--- config.mk ---
export PLATFORM = sky130hd
export DESIGN_NAME = pbr_regs
export DESIGN_NICKNAME = d
export VERILOG_FILES = /design/src/pkg/pbr_pkg.sv /design/src/pbr_regs.sv
export SDC_FILE = /design/constraint.sdc
export NUM_CORES = 1
export LEC_CHECK = 0
export BUFFER_PORTS_ARGS = -buffer_cell sky130_fd_sc_hd__clkbuf_2
export CORE_MARGIN = 3
export CORE_UTILIZATION = 52
export DETAILED_ROUTE_END_ITERATION = 8
export PLACE_DENSITY = 0.78
export RECOVER_POWER = 100
export SLEW_MARGIN = 20
export SYNTH_ARGS = -nofsm -noshare
export SYNTH_HDL_FRONTEND = slang
export SYNTH_SLANG_ARGS = --single-unit
--- constraint.sdc ---
create_clock -name hclk -period 2.5 [get_ports hclk]
set_input_delay 0.25 -clock hclk [delete_from_list [all_inputs] [get_ports hclk]]
set_output_delay 0.25 -clock hclk [all_outputs]
set_load 0.02 [all_outputs]
--- src/pkg/pbr_pkg.sv ---
// Package: offsets, field layouts and masks of the bridge status register bank
package pbr_pkg;

  // Register byte offsets
  localparam logic [11:0] PBR_OFF_STATUS   = 12'h138;
  localparam logic [11:0] PBR_OFF_MASK     = 12'h13C;
  localparam logic [11:0] PBR_OFF_LOCATION = 12'h140;
  localparam logic [11:0] PBR_OFF_PHY      = 12'h144;

  // Mask register reset value
  localparam logic [31:0] PBR_MASK_RESET   = 32'h0000_0000;

  // Mask bits writable in every configuration: 0, 20..27
  localparam logic [31:0] PBR_MASK_WR_ANY  = 32'h0FF0_0001;
  // Mask bit writable only as endpoint: 3
  localparam logic [31:0] PBR_MASK_WR_EP   = 32'h0000_0008;
  // Mask bits writable only as root port: 5..11, 16, 17
  localparam logic [31:0] PBR_MASK_WR_RP   = 32'h0003_0FE0;
  // Mask bits without an interrupt function: 22
  localparam logic [31:0] PBR_MASK_NOFUNC  = 32'h0040_0000;
  // Event status bits that exist
  localparam logic [31:0] PBR_EVT_BITS     = 32'h0FB3_0FE9;

  // Location register fields
  localparam int PBR_LOC_DEV_LSB  = 3;
  localparam int PBR_LOC_BUS_LSB  = 8;
  localparam int PBR_LOC_PORT_LSB = 16;

  // PHY status fields
  localparam int PBR_PHY_GEN2_BIT  = 0;
  localparam int PBR_PHY_WID_LSB   = 1;
  localparam int PBR_PHY_LTSSM_LSB = 3;
  localparam int PBR_PHY_UP_BIT    = 11;
  localparam int PBR_PHY_GEN3_BIT  = 12;
  localparam int PBR_PHY_X16_BIT   = 13;

  // Link rate and width codes on the link-side inputs
  typedef enum logic [1:0] {PBR_RATE_2G5, PBR_RATE_5G0, PBR_RATE_8G0} pbr_rate_t;
  localparam logic [2:0] PBR_WIDTH_X16 = 3'h4;

  // LTSSM code of L0
  localparam logic [5:0] PBR_LTSSM_L0 = 6'h10;

  // AHB transfer type NONSEQ bit
  localparam int PBR_HTRANS_NONSEQ_BIT = 1;

endpackage

--- src/pbr_regs.sv ---
// Interrupt mask, bus location and PHY status registers on an AHB-Lite slave
//
// Register access over AHB-Lite was left to the implementer.
`timescale 1ns/100ps

module pbr_regs
  import pbr_pkg::*;
(
  input  wire logic        hclk,          // Bus clock
  input  wire logic        hresetn,       // Async reset, active low
  input  wire logic        hsel,          // Slave select
  input  wire logic [11:0] haddr,         // Byte address
  input  wire logic [1:0]  htrans,        // Transfer type
  input  wire logic        hwrite,        // Write when high
  input  wire logic [2:0]  hsize,         // Transfer size
  input  wire logic [31:0] hwdata,        // Write data
  input  wire logic        hready,        // Bus ready in
  output logic      [31:0] hrdata,        // Read data
  output logic             hreadyout,     // Slave ready
  output logic             hresp,         // Response, always OKAY
  input  wire logic        root_port_configuration, // High: root port, low: endpoint
  input  wire logic [31:0] event_pulse,   // Event strobes, one per status bit
  input  wire logic [4:0]  device_number, // Assigned device number
  input  wire logic [7:0]  bus_number,    // Assigned bus number
  input  wire logic [1:0]  link_rate,     // Rate code, async
  input  wire logic [2:0]  link_width,    // Width code 0..4, async
  input  wire logic [5:0]  ltssm_state,   // Training state code, async
  output logic      [7:0]  port_number,   // Port number for link capabilities
  output logic             irq            // Combined interrupt line
);

  // ----------------------------------------------------------------
  // Address phase capture
  // ----------------------------------------------------------------
  logic        wr_pend_q;
  logic        wr_pend_d;
  logic [11:0] addr_q;
  logic [11:0] addr_d;
  logic        rd_pend_q;
  logic        rd_pend_d;
  wire         accept = hsel & hready & htrans[PBR_HTRANS_NONSEQ_BIT];

  assign wr_pend_d = accept & hwrite;
  assign rd_pend_d = accept & ~hwrite;
  assign addr_d    = accept ? haddr : addr_q;

  // Capture address phase
  always_ff @(posedge hclk or negedge hresetn) begin
    if (!hresetn) begin
      wr_pend_q <= 1'b0;
      rd_pend_q <= 1'b0;
      addr_q    <= 12'h000;
    end else begin
      wr_pend_q <= wr_pend_d;
      rd_pend_q <= rd_pend_d;
      addr_q    <= addr_d;
    end
  end

  // Zero wait states, always OKAY
  assign hreadyout = 1'b1;
  assign hresp     = 1'b0;

  wire wr_mask = wr_pend_q & (addr_q == PBR_OFF_MASK);
  wire wr_loc  = wr_pend_q & (addr_q == PBR_OFF_LOCATION);
  wire wr_stat = wr_pend_q & (addr_q == PBR_OFF_STATUS);

  // ----------------------------------------------------------------
  // Interrupt mask register
  // ----------------------------------------------------------------
  logic [31:0] mask_q;
  logic [31:0] mask_d;
  wire  [31:0] mask_wr_en = PBR_MASK_WR_ANY
                          | (root_port_configuration ? PBR_MASK_WR_RP : PBR_MASK_WR_EP);
  // INTx and MSI enables gated likewise
  assign mask_d = wr_mask ? (hwdata & mask_wr_en) : (mask_q & mask_wr_en);

  always_ff @(posedge hclk or negedge hresetn) begin
    if (!hresetn) begin
      mask_q <= PBR_MASK_RESET;
    end else begin
      mask_q <= mask_d;
    end
  end

  // ----------------------------------------------------------------
  // Event status register
  // ----------------------------------------------------------------
  logic [31:0] stat_q;
  logic [31:0] stat_d;
  wire  [31:0] w1c = wr_stat ? hwdata : 32'h0000_0000;
  assign stat_d = ((stat_q & ~w1c) | event_pulse) & PBR_EVT_BITS;

  // Status storage
  always_ff @(posedge hclk or negedge hresetn) begin
    if (!hresetn) begin
      stat_q <= 32'h0000_0000;
    end else begin
      stat_q <= stat_d;
    end
  end

  // Each source gated by its mask
  assign irq = |(stat_q & mask_q & ~PBR_MASK_NOFUNC);

  // ----------------------------------------------------------------
  // Bus location register
  // ----------------------------------------------------------------
  logic [7:0] port_q;
  logic [7:0] port_d;
  // Port number writable only as root port
  assign port_d = !root_port_configuration ? 8'h00 :
                  wr_loc ? hwdata[PBR_LOC_PORT_LSB +: 8] : port_q;

  // Port number storage
  always_ff @(posedge hclk or negedge hresetn) begin
    if (!hresetn) begin
      port_q <= 8'h00;
    end else begin
      port_q <= port_d;
    end
  end
  assign port_number = port_q;

  // Function zero; device and bus read-only
  wire [31:0] loc_word = {8'h00, port_q, bus_number, device_number, 3'h0};

  // ----------------------------------------------------------------
  // PHY status: synchronise link-side inputs
  // ----------------------------------------------------------------
  logic [10:0] phy_s1_q;
  logic [10:0] phy_s2_q;
  logic [10:0] phy_s3_q;
  logic [10:0] phy_hold_q;

  // Bits of one word may resolve in different cycles; take it only once settled
  wire phy_stable = (phy_s2_q == phy_s3_q);

  // Two-stage synchroniser, then a stability filter
  always_ff @(posedge hclk or negedge hresetn) begin
    if (!hresetn) begin
      phy_s1_q   <= 11'h000;
      phy_s2_q   <= 11'h000;
      phy_s3_q   <= 11'h000;
      phy_hold_q <= 11'h000;
    end else begin
      phy_s1_q   <= {link_rate, link_width, ltssm_state};
      phy_s2_q   <= phy_s1_q;
      phy_s3_q   <= phy_s2_q;
      phy_hold_q <= phy_stable ? phy_s2_q : phy_hold_q;
    end
  end

  // Fields of the settled word
  wire [5:0] st_ltssm = phy_hold_q[5:0];
  wire [2:0] st_width = phy_hold_q[8:6];
  wire [1:0] st_rate  = phy_hold_q[10:9];

  wire       rate_g3 = (st_rate == PBR_RATE_8G0);
  wire       rate_g2 = (st_rate == PBR_RATE_5G0);
  wire       wid_x16 = (st_width == PBR_WIDTH_X16);
  wire [1:0] wid_enc = wid_x16 ? 2'h3 : st_width[1:0];
  wire       link_up = (st_ltssm == PBR_LTSSM_L0);

  logic [31:0] phy_word;
  always_comb begin
    phy_word = 32'h0000_0000;
    phy_word[PBR_PHY_GEN2_BIT]          = rate_g2;
    phy_word[PBR_PHY_WID_LSB +: 2]      = wid_enc;
    phy_word[PBR_PHY_LTSSM_LSB +: 6]    = st_ltssm;
    phy_word[PBR_PHY_UP_BIT]            = link_up;
    phy_word[PBR_PHY_GEN3_BIT]          = rate_g3;
    phy_word[PBR_PHY_X16_BIT]           = wid_x16;
  end

  // ----------------------------------------------------------------
  // Read data
  // ----------------------------------------------------------------
  logic [31:0] rdata_q;
  logic [31:0] rdata_d;
  assign rdata_d = !rd_pend_d                 ? rdata_q :
                   (haddr == PBR_OFF_MASK)     ? mask_q :
                   (haddr == PBR_OFF_LOCATION) ? loc_word :
                   (haddr == PBR_OFF_PHY)      ? phy_word :
                   (haddr == PBR_OFF_STATUS)   ? stat_q : 32'h0000_0000;

  // Read data register
  always_ff @(posedge hclk or negedge hresetn) begin
    if (!hresetn) begin
      rdata_q <= 32'h0000_0000;
    end else begin
      rdata_q <= rdata_d;
    end
  end
  assign hrdata = rdata_q;

  // ----------------------------------------------------------------
  // Checks
  // ----------------------------------------------------------------
  a_irq_gated: assert property (@(posedge hclk) disable iff (!hresetn)
    irq |-> |(stat_q & mask_q)) else $error("irq without enabled source");

  a_mask_reset: assert property (@(posedge hclk)
    !hresetn |=> (mask_q == 32'h0000_0000) || !hresetn) else $error("mask not cleared");

  a_mask_bit0_wr: assert property (@(posedge hclk) disable iff (!hresetn)
    wr_mask |=> mask_q[0] == $past(hwdata[0])) else $error("mask bit 0 write lost");

  a_hot_reset_ep: assert property (@(posedge hclk) disable iff (!hresetn)
    root_port_configuration |=> !mask_q[3]) else $error("mask bit 3 set as root port");

  a_rp_bits_zero: assert property (@(posedge hclk) disable iff (!hresetn)
    !root_port_configuration |=> (mask_q & PBR_MASK_WR_RP) == 32'h0000_0000)
    else $error("root port enables set as endpoint");

  a_err_bits_wr: assert property (@(posedge hclk) disable iff (!hresetn)
    (wr_mask && root_port_configuration) |=> mask_q[11:8] == $past(hwdata[11:8]))
    else $error("error enables write lost");

  a_msi_bits_wr: assert property (@(posedge hclk) disable iff (!hresetn)
    (wr_mask && root_port_configuration) |=> mask_q[17:16] == $past(hwdata[17:16]))
    else $error("INTx or MSI enable write lost");

  a_slave_bits_wr: assert property (@(posedge hclk) disable iff (!hresetn)
    wr_mask |=> mask_q[25:20] == $past(hwdata[25:20])) else $error("slave enable write lost");

  a_master_bits: assert property (@(posedge hclk) disable iff (!hresetn)
    wr_mask |=> mask_q[27:26] == $past(hwdata[27:26])) else $error("master enable write lost");

  a_bit22_nofunc: assert property (@(posedge hclk) disable iff (!hresetn)
    (stat_q & mask_q & ~PBR_MASK_NOFUNC) == 32'h0000_0000 |-> !irq)
    else $error("bit 22 drives irq");

  a_loc_func_zero: assert property (@(posedge hclk) disable iff (!hresetn)
    (rd_pend_q && addr_q == PBR_OFF_LOCATION) |-> hrdata[2:0] == 3'h0)
    else $error("function number not zero");

  a_port_ep_zero: assert property (@(posedge hclk) disable iff (!hresetn)
    !root_port_configuration |=> port_number == 8'h00) else $error("port number as endpoint");

  a_link_up_l0: assert property (@(posedge hclk) disable iff (!hresetn)
    phy_word[PBR_PHY_UP_BIT] == (phy_word[8:3] == PBR_LTSSM_L0)) else $error("link up mismatch");

  a_status_set: assert property (@(posedge hclk) disable iff (!hresetn)
    event_pulse[0] |=> stat_q[0]) else $error("event lost under clear");

  // ----------------------------------------------------------------
  // Further checks on fields and read paths
  // ----------------------------------------------------------------
  // Device and bus fields follow the inputs
  a_loc_dev_bus: assert property (@(posedge hclk) disable iff (!hresetn)
    (rd_pend_q && addr_q == PBR_OFF_LOCATION) |-> hrdata[15:3] == $past({bus_number, device_number}))
    else $error("device or bus number wrong");

  // Top byte of location reads zero
  a_loc_top_zero: assert property (@(posedge hclk) disable iff (!hresetn)
    (rd_pend_q && addr_q == PBR_OFF_LOCATION) |-> hrdata[31:24] == 8'h00)
    else $error("location top byte not zero");

  // Port field reads the stored number
  a_loc_port_rd: assert property (@(posedge hclk) disable iff (!hresetn)
    (rd_pend_q && addr_q == PBR_OFF_LOCATION) |-> hrdata[23:16] == $past(port_q))
    else $error("port number read wrong");

  // Port number written as root port
  a_port_rp_wr: assert property (@(posedge hclk) disable iff (!hresetn)
    (wr_loc && root_port_configuration) |=> port_number == $past(hwdata[23:16]))
    else $error("port number write lost");

  // Reserved mask positions never set
  a_mask_rsvd: assert property (@(posedge hclk) disable iff (!hresetn)
    (mask_q & ~(PBR_MASK_WR_ANY | PBR_MASK_WR_RP | PBR_MASK_WR_EP)) == 32'h0000_0000)
    else $error("reserved mask bit set");

  // Hot-reset enable written as endpoint
  a_mask_ep_wr: assert property (@(posedge hclk) disable iff (!hresetn)
    (wr_mask && !root_port_configuration) |=> mask_q[3] == $past(hwdata[3]))
    else $error("hot reset enable write lost");

  // Completion-status enables written as root port
  a_cpl_bits_wr: assert property (@(posedge hclk) disable iff (!hresetn)
    (wr_mask && root_port_configuration) |=> mask_q[7:5] == $past(hwdata[7:5]))
    else $error("completion enables write lost");

  // Bit 22 keeps what was written
  a_bit22_store: assert property (@(posedge hclk) disable iff (!hresetn)
    wr_mask |=> mask_q[22] == $past(hwdata[22]))
    else $error("bit 22 storage lost");

  // Any enabled source raises the line
  a_irq_source: assert property (@(posedge hclk) disable iff (!hresetn)
    (|(stat_q & mask_q & ~PBR_MASK_NOFUNC)) |-> irq)
    else $error("enabled source without irq");

  // Writing one clears a status bit when no event
  a_stat_clear: assert property (@(posedge hclk) disable iff (!hresetn)
    (wr_stat && hwdata[0] && !event_pulse[0]) |=> !stat_q[0])
    else $error("status bit not cleared");

  // Status bits outside the event set stay zero
  a_stat_rsvd: assert property (@(posedge hclk) disable iff (!hresetn)
    (stat_q & ~PBR_EVT_BITS) == 32'h0000_0000)
    else $error("reserved status bit set");

  // Only one rate flag at a time
  a_phy_rate: assert property (@(posedge hclk) disable iff (!hresetn)
    phy_word[PBR_PHY_GEN3_BIT] |-> !phy_word[PBR_PHY_GEN2_BIT])
    else $error("two rate flags set");

  // Narrow widths shown on bits 2:1
  a_phy_width: assert property (@(posedge hclk) disable iff (!hresetn)
    !phy_word[PBR_PHY_X16_BIT] |-> phy_word[2:1] == st_width[1:0])
    else $error("width code wrong");

  // Training state shown unchanged
  a_phy_ltssm: assert property (@(posedge hclk) disable iff (!hresetn)
    phy_word[8:3] == st_ltssm)
    else $error("training state field wrong");

  // Reserved status positions read zero
  a_phy_rsvd: assert property (@(posedge hclk) disable iff (!hresetn)
    (phy_word & 32'hFFFF_C600) == 32'h0000_0000)
    else $error("reserved phy bit set");

  // PHY read returns the word of the address phase
  a_phy_read: assert property (@(posedge hclk) disable iff (!hresetn)
    (rd_pend_q && addr_q == PBR_OFF_PHY) |-> hrdata == $past(phy_word))
    else $error("phy read data wrong");

  // Unmapped reads return zero
  a_unmapped_rd: assert property (@(posedge hclk) disable iff (!hresetn)
    (rd_pend_q && addr_q != PBR_OFF_MASK && addr_q != PBR_OFF_LOCATION
     && addr_q != PBR_OFF_PHY && addr_q != PBR_OFF_STATUS) |-> hrdata == 32'h0000_0000)
    else $error("unmapped read not zero");

endmodule

# --- After elaboration in Yosys (flattened, before gate mapping) ---
# Cells that the tools add are included.
op_classes:
  n_addsub: 0
  n_mul: 0
  div_mod_pow: 0
  n_lt_le_gt_ge: 0
  eq_ne: 13
  shift: 0
  muxes: 10
  bitwise: 14
  n_reduce_logical: 1
op_table:
  columns: ["op", "n"]
  rows:
  - ["two-way mux 32 bit", 4]
  - ["== test 12 x 9 -> 1 bit (second input constant)", 7]
  - ["AND 32 x 28 -> 32 bit", 2]
  - ["two-way mux 28 bit", 2]
  - ["AND 28 x 32 -> 32 bit", 1]
  - ["OR reduction 31 bit", 1]
  - ["AND 28 bit", 1]
  - ["inverter 28 bit", 1]
  - ["OR 28 bit", 1]
  - ["two-way mux 18 bit", 1]
  - ["two-way mux 8 bit", 2]
  - ["== test 11 bit", 1]
  - ["AND 1 bit", 7]
  - ["== test 6 x 5 -> 1 bit (second input constant)", 1]
  - ["== test 3 bit (second input constant)", 1]
  - ["== test 2 x 1 -> 1 bit (second input constant)", 1]
  - ["== test 2 bit (second input constant)", 1]
  - ["two-way mux 2 bit", 1]
  - ["inequality test 2 x 1 -> 1 bit (second input constant)", 1]
  - ["inverter 1 bit", 1]
word_totals:
  reg_bits: 147
  latchBits: 0
  mem_bits_rw: 0
  romBits: 0
  output_inout_bits: 43
  mem_count: 0

# --- Depth between registers and ports, before layout ---
logic_depth:
  depth_word: 6
  mapped_depth: 6

# --- Least setup slack after synthesis ---
# No wires, ideal clock.
synth_timing:
  path_type: "register to register"
  startpoint: "register addr_q[1]"
  endpoint: "register mask_q[0]"
  t_arrival_ns: 2.043
  required_time_ns: 2.375
  slack_ns: 0.332
  stages_incl_launch_ff: 6
  path_buffers: 2
  synth_period_minus_slack_ns: 2.168
  path_cell_list: "dfrtp_1 -> or4b_4 -> or4_4 -> buf_6 -> buf_12 -> mux2_4"
synth_between:
  elab_chain_len: 3
synth_lines:
  columns: ["item", "line_no", "source"]
  rows:
  - ["from (decl)", "pbr_regs.sv:37", "logic [11:0] addr_q;"]
  - ["from (signal assigned)", "pbr_regs.sv:56", "addr_q <= addr_d;"]
  - ["== test 12 x 9 -> 1 bit", "pbr_regs.sv:64", "wire wr_mask = wr_pend_q & (addr_q == PBR_OFF_MASK);"]
  - ["AND 1 bit", "pbr_regs.sv:64", null]
  - ["two-way mux 32 bit", "pbr_regs.sv:76", "assign mask_d = wr_mask ? (hwdata & mask_wr_en) : (mask_q & mask_wr_en);"]
  - ["to (signal assigned)", "pbr_regs.sv:82", "mask_q <= mask_d;"]
  - ["to (decl)", "pbr_regs.sv:71", "logic [31:0] mask_q;"]
# Every way passes these cells.
# A chain may end at the register's enable or synchronous reset.

# --- Worst setup path after layout ---
layout_timing:
  startpoint: "register mask_q[23]"
  endpoint: "output port irq"
layout_between:
  elab_chain_len: 2
layout_lines:
  columns: ["item", "line_no", "source"]
  rows:
  - ["AND 28 x 32 -> 32 bit", "pbr_regs.sv:104", "assign irq = |(stat_q & mask_q & ~PBR_MASK_NOFUNC);"]
  - ["OR reduction 31 bit", "pbr_regs.sv:104", null]
  - ["to (decl)", "pbr_regs.sv:29", "output logic irq"]
# Every way passes these cells.

==> results <==
- The CTS tree is yes.
- Dividing total power by cell area gives a power density of 703.2 nW/um^2.
- Hold timing on the final database bottoms out at a slack of -13.79 ps.
- At the worst endpoint, the required time is 2250 ps.
- Subtracting the final worst setup slack from the clock period gives 2291 ps.
- The clock buffer count from CTS is 17.
- The count of synthesis-stage warnings from yosys is 0.
- The detail-routed via count per cell is 5.696.
- Averaged over all synthesized cells, the footprint is 12.41 um^2.
- Sequential elements use 59.05% of the synthesized area.
- The vias after detailed routing is 4352.
- For this block, the routed nets add up to 13.90 mm of wire.
- The reg-to-reg endpoint is mask_q[22].
- The worst flop-to-flop path startpoint is addr_q[1].
- The area of the placeable core is 10040 um^2.
- Counting flops with a built-in enable in the synthesized netlist gives 0.
- The repair_antennas step left the layout with diodes totalling 0.
- The number of top-level pins is 154.
- The wire-length estimate of the detail-placed layout is 9.340 mm.
- For this run the aggregate overflow at the end of global routing stands at 0.
- The detail route stage leaves a number of antenna-violating nets equal to 0.
- The worst hold path begins at hwdata[0].
- STA classifies the critical path endpoint as an output pin.
- The highest ir drop seen on vdd is 0.4681 mV.
- The nature of the critical path startpoint is a register.
- The critical setup path kind is register to output pin.
- The path class of the tightest hold or removal check is input pin to register.
- The tree is rooted in a sky130_fd_sc_hd__clkbuf_8.
- The largest net degree at the start of global routing is 59.
- The top-area cell type share of the netlist area is 59.05%.
- The final max-slew violation count came to 0.
- The global placer's final weighted congestion is 0.7887.
- The final layout net count is 729.
- The accumulated negative setup slack is 0 ps.
- Sorting the synthesized cells by area gives the leading types as sky130_fd_sc_hd__dfrtp_1 59%, sky130_fd_sc_hd__mux2_2 4.5%, sky130_fd_sc_hd__mux2i_1 4.2%, sky130_fd_sc_hd__a21o_1 2.5%, sky130_fd_sc_hd__mux2_4 2.5%.
- Setup violations remaining at the end of the flow were counted as 0.
- The hold path depth is 2.
- The routed length per instance is 18.20 um.
- The checks that failed: hold timing.
- The biggest fanout along the worst timing path is 3.
- For this run, the total global-route usage over all layers was measured as 24.59%.
- Counting the fill cells in the layout gives 715.
- The analysis attributes to cell leakage a power of 3.179 nW.
- The starting density of the core is 54.85%.
- For the worst-skew pair, the clock arrives at the later sink with an insertion delay of 510 ps.
- The final worst slack is 209.3 ps.
- The area growth from synthesis to layout is 29.96%.
- The ratio of final minimum period to clock period is 91.63%.
- The number of global-route vias before repair is 4353.
- Counting every sink on the clock net gives 130.
- The starting DRC count in detailed routing is 294.
- The cell count after synthesis came out at 444.
- The highest clock frequency the design can meet is 0.4365 GHz.
- The height of the die is 108.9 um.
- The worst slack at placement is 298.7 ps.
- The count of unique library cells instantiated by Yosys is 44.
- The initial antenna violation count is 0.
- After clock tree synthesis, the clock-pin slew on the worst setup and hold paths is 60 ps.
- The floorplan step defined a die boundary enclosing 11870 um^2.
- In this run the core area contains 36 standard-cell rows.
- The depth of the most critical reg-to-reg path is 3.
- For hold timing, the worst endpoint is mask_q[0].
- The arrival time of the worst setup path is 2040 ps.
- The clock skew is 8.728 ps.
- Across the run, the number of max-cap violations was 0.
- The setup fix buffers added after clock tree synthesis is 0.
- Setup repair after global routing left no endpoint under its margin.
- At the pin with the least slew margin, the transition time is 1481 ps.
- After clock tree synthesis, the flow added hold-fix buffers numbering 43.
- The floorplan die width is 108.9 um.
- In the synthesized netlist the dominant register cell turns out to be sky130_fd_sc_hd__dfrtp_1.
- The minimum setup slack among reg-to-reg paths is 230 ps.
- The first detailed-routing pass took 5 iterations.
- Summing every instance area after synthesis gives 5509 um^2.
- The relative max-transition margin is 1.274%.
- The clock passes through at most 2 buffers.
- Of the cells placed in the final design, the portion with a size suffix greater than 1 is 24.25%.
- The biggest area contributor in the post-synthesis netlist is sky130_fd_sc_hd__dfrtp_1.
- The flow ran to the end, but the final reports show violations.
- Counting flops with an async set or reset pin after synthesis yields a share of 100.0%.
- Buffers placed on the I/O ports in this run total 118.
- The number of endpoints with negative hold slack in the final report is 1.
- Post-CTS repair changed the size of 0 cells.
- After detailed routing, the number of remaining DRC violations is 0.
- The global-route wire length before repair is 22.24 mm.
- The H-tree depth is 4.
- The synthesized flop and latch total is 130.
[cell usage after synthesis, types with 2 or more instances]
cell and number:
sky130_fd_sc_hd__dfrtp_1 130, sky130_fd_sc_hd__nor2_1 8, sky130_fd_sc_hd__nor3_1 2, sky130_fd_sc_hd__nand2_1 32, sky130_fd_sc_hd__or4b_4 2, sky130_fd_sc_hd__o21ai_0 13, sky130_fd_sc_hd__o31ai_1 5, sky130_fd_sc_hd__mux2_2 22
sky130_fd_sc_hd__nand4b_1 2, sky130_fd_sc_hd__buf_4 6, sky130_fd_sc_hd__o211ai_1 3, sky130_fd_sc_hd__xnor2_1 11, sky130_fd_sc_hd__clkbuf_1 19, sky130_fd_sc_hd__conb_1 2, sky130_fd_sc_hd__and3_1 5, sky130_fd_sc_hd__a31oi_1 8
sky130_fd_sc_hd__and4_1 2, sky130_fd_sc_hd__a221o_1 5, sky130_fd_sc_hd__a22oi_1 3, sky130_fd_sc_hd__a221oi_1 3, sky130_fd_sc_hd__or4b_2 2, sky130_fd_sc_hd__a21oi_1 11, sky130_fd_sc_hd__nand3_1 24, sky130_fd_sc_hd__a22o_1 13
sky130_fd_sc_hd__nor4_4 2, sky130_fd_sc_hd__nand4_1 10, sky130_fd_sc_hd__inv_1 7, sky130_fd_sc_hd__o311ai_0 3, sky130_fd_sc_hd__and4b_1 2, sky130_fd_sc_hd__nor2b_1 17, sky130_fd_sc_hd__mux2i_1 23, sky130_fd_sc_hd__or2_2 2
sky130_fd_sc_hd__a21o_1 18, sky130_fd_sc_hd__mux2_4 9, sky130_fd_sc_hd__and2_1 9
[power by group]
| part | switching [W] | internal, W |
|---|---|---|
| clock network | 0.000971 | 0.00148 |
| registers | 0.0000508 | 0.00218 |
| logic | 0.000176 | 0.000172 |
| total | 0.00120 | 0.00384 |
[state kept, by name (all words and copies together) (netlist names)]
signal	count
hrdata	28
mask_q	19
stat_q	18
addr_q	12
phy_hold_q	11
phy_s1_q	11
phy_s2_q	11
phy_s3_q	11
port_number	8
wr_pend_q	1
[layer usage]
layer | global-route usage [%] | share of wire, % | up-vias
met3 | 5.210 | 7.9 | 26
met4 | 9.197 | 2.0 | 0
met2 | 39.91 | 50 | 211
li1 | - | - | 1956
met5 | 0 | 0 | -
met1 | 32.71 | 41 | 2159
[cell type report]
class | count | area, um^2 | share of cell area [%]
clock buffer | 18 | 427.9 | 5.977
timing repair buffer | 178 | 1070 | 14.94
multi-input combinational | 284 | 2047 | 28.59
clock inverter | 14 | 168.9 | 2.359
tap | 133 | 166.4 | 2.324
sequential | 130 | 3253 | 45.44
inverter | 7 | 26.28 | 0.3670
[stage by stage]
step	instance area [um^2]	hold WS [ps]	power, W	std cells	utilization (%)
after global routing	7159	-4.278	0.005201	764	71.28
after CTS	7306	0.05307	0.005082	764	72.73
after global placement	6279	335.0	0.002564	689	62.51
final	7159	-13.79	0.005035	764	71.28
after floorplan	5524	-45.59	0.002413	448	-
after detailed placement	6279	334.7	0.002582	689	62.51
[worst max-delay path by stage]
stage	startpoint	end	slack, ps	cells after the start
3_3_place_gp	addr_q[1]	mask_q[23]	340	3
6_report	mask_q[23]	irq	210	5
2_1_floorplan	addr_q[1]	mask_q[0]	330	5
5_1_grt	hresetn	phy_hold_q[10]	120	3
3_5_place_dp	addr_q[1]	mask_q[23]	300	3
4_1_cts	mask_q[23]	irq	260	5
[kinds of logic after synthesis]
| family | Yosys count | synth area share, % |
|---|---|---|
| XOR/XNOR | 11 | 1.749 |
| AO/OA/AOI/OAI | 88 | 11.40 |
| multiplexers | 54 | 11.13 |
| buffers and inverters | 34 | 3.157 |
| other | 2 | 0.1363 |
| AND/OR/NAND/NOR | 125 | 13.38 |
| flip-flops | 130 | 59.05 |
[critical path, stage by stage, from the launching register on]
cell and delay, ps:
sky130_fd_sc_hd__dfrtp_1 410, sky130_fd_sc_hd__a22o_1 240, sky130_fd_sc_hd__a221oi_1 340, sky130_fd_sc_hd__and3_1 240
sky130_fd_sc_hd__nand4_1 100, sky130_fd_sc_hd__clkbuf_1 190
[placed cells by master, fill, tap and decap left out, types with 16 or more instances in the layout]
master and n:
sky130_fd_sc_hd__nor2b_1 17, sky130_fd_sc_hd__clkbuf_16 16, sky130_fd_sc_hd__nand2_1 32, sky130_fd_sc_hd__mux2i_1 23, sky130_fd_sc_hd__mux2_2 22, sky130_fd_sc_hd__a21o_1 18
sky130_fd_sc_hd__clkbuf_1 45, sky130_fd_sc_hd__dfrtp_1 130, sky130_fd_sc_hd__clkbuf_2 82, sky130_fd_sc_hd__nand3_1 24, sky130_fd_sc_hd__dlygate4sd3_1 43
(Power assumes the default switching activity.)
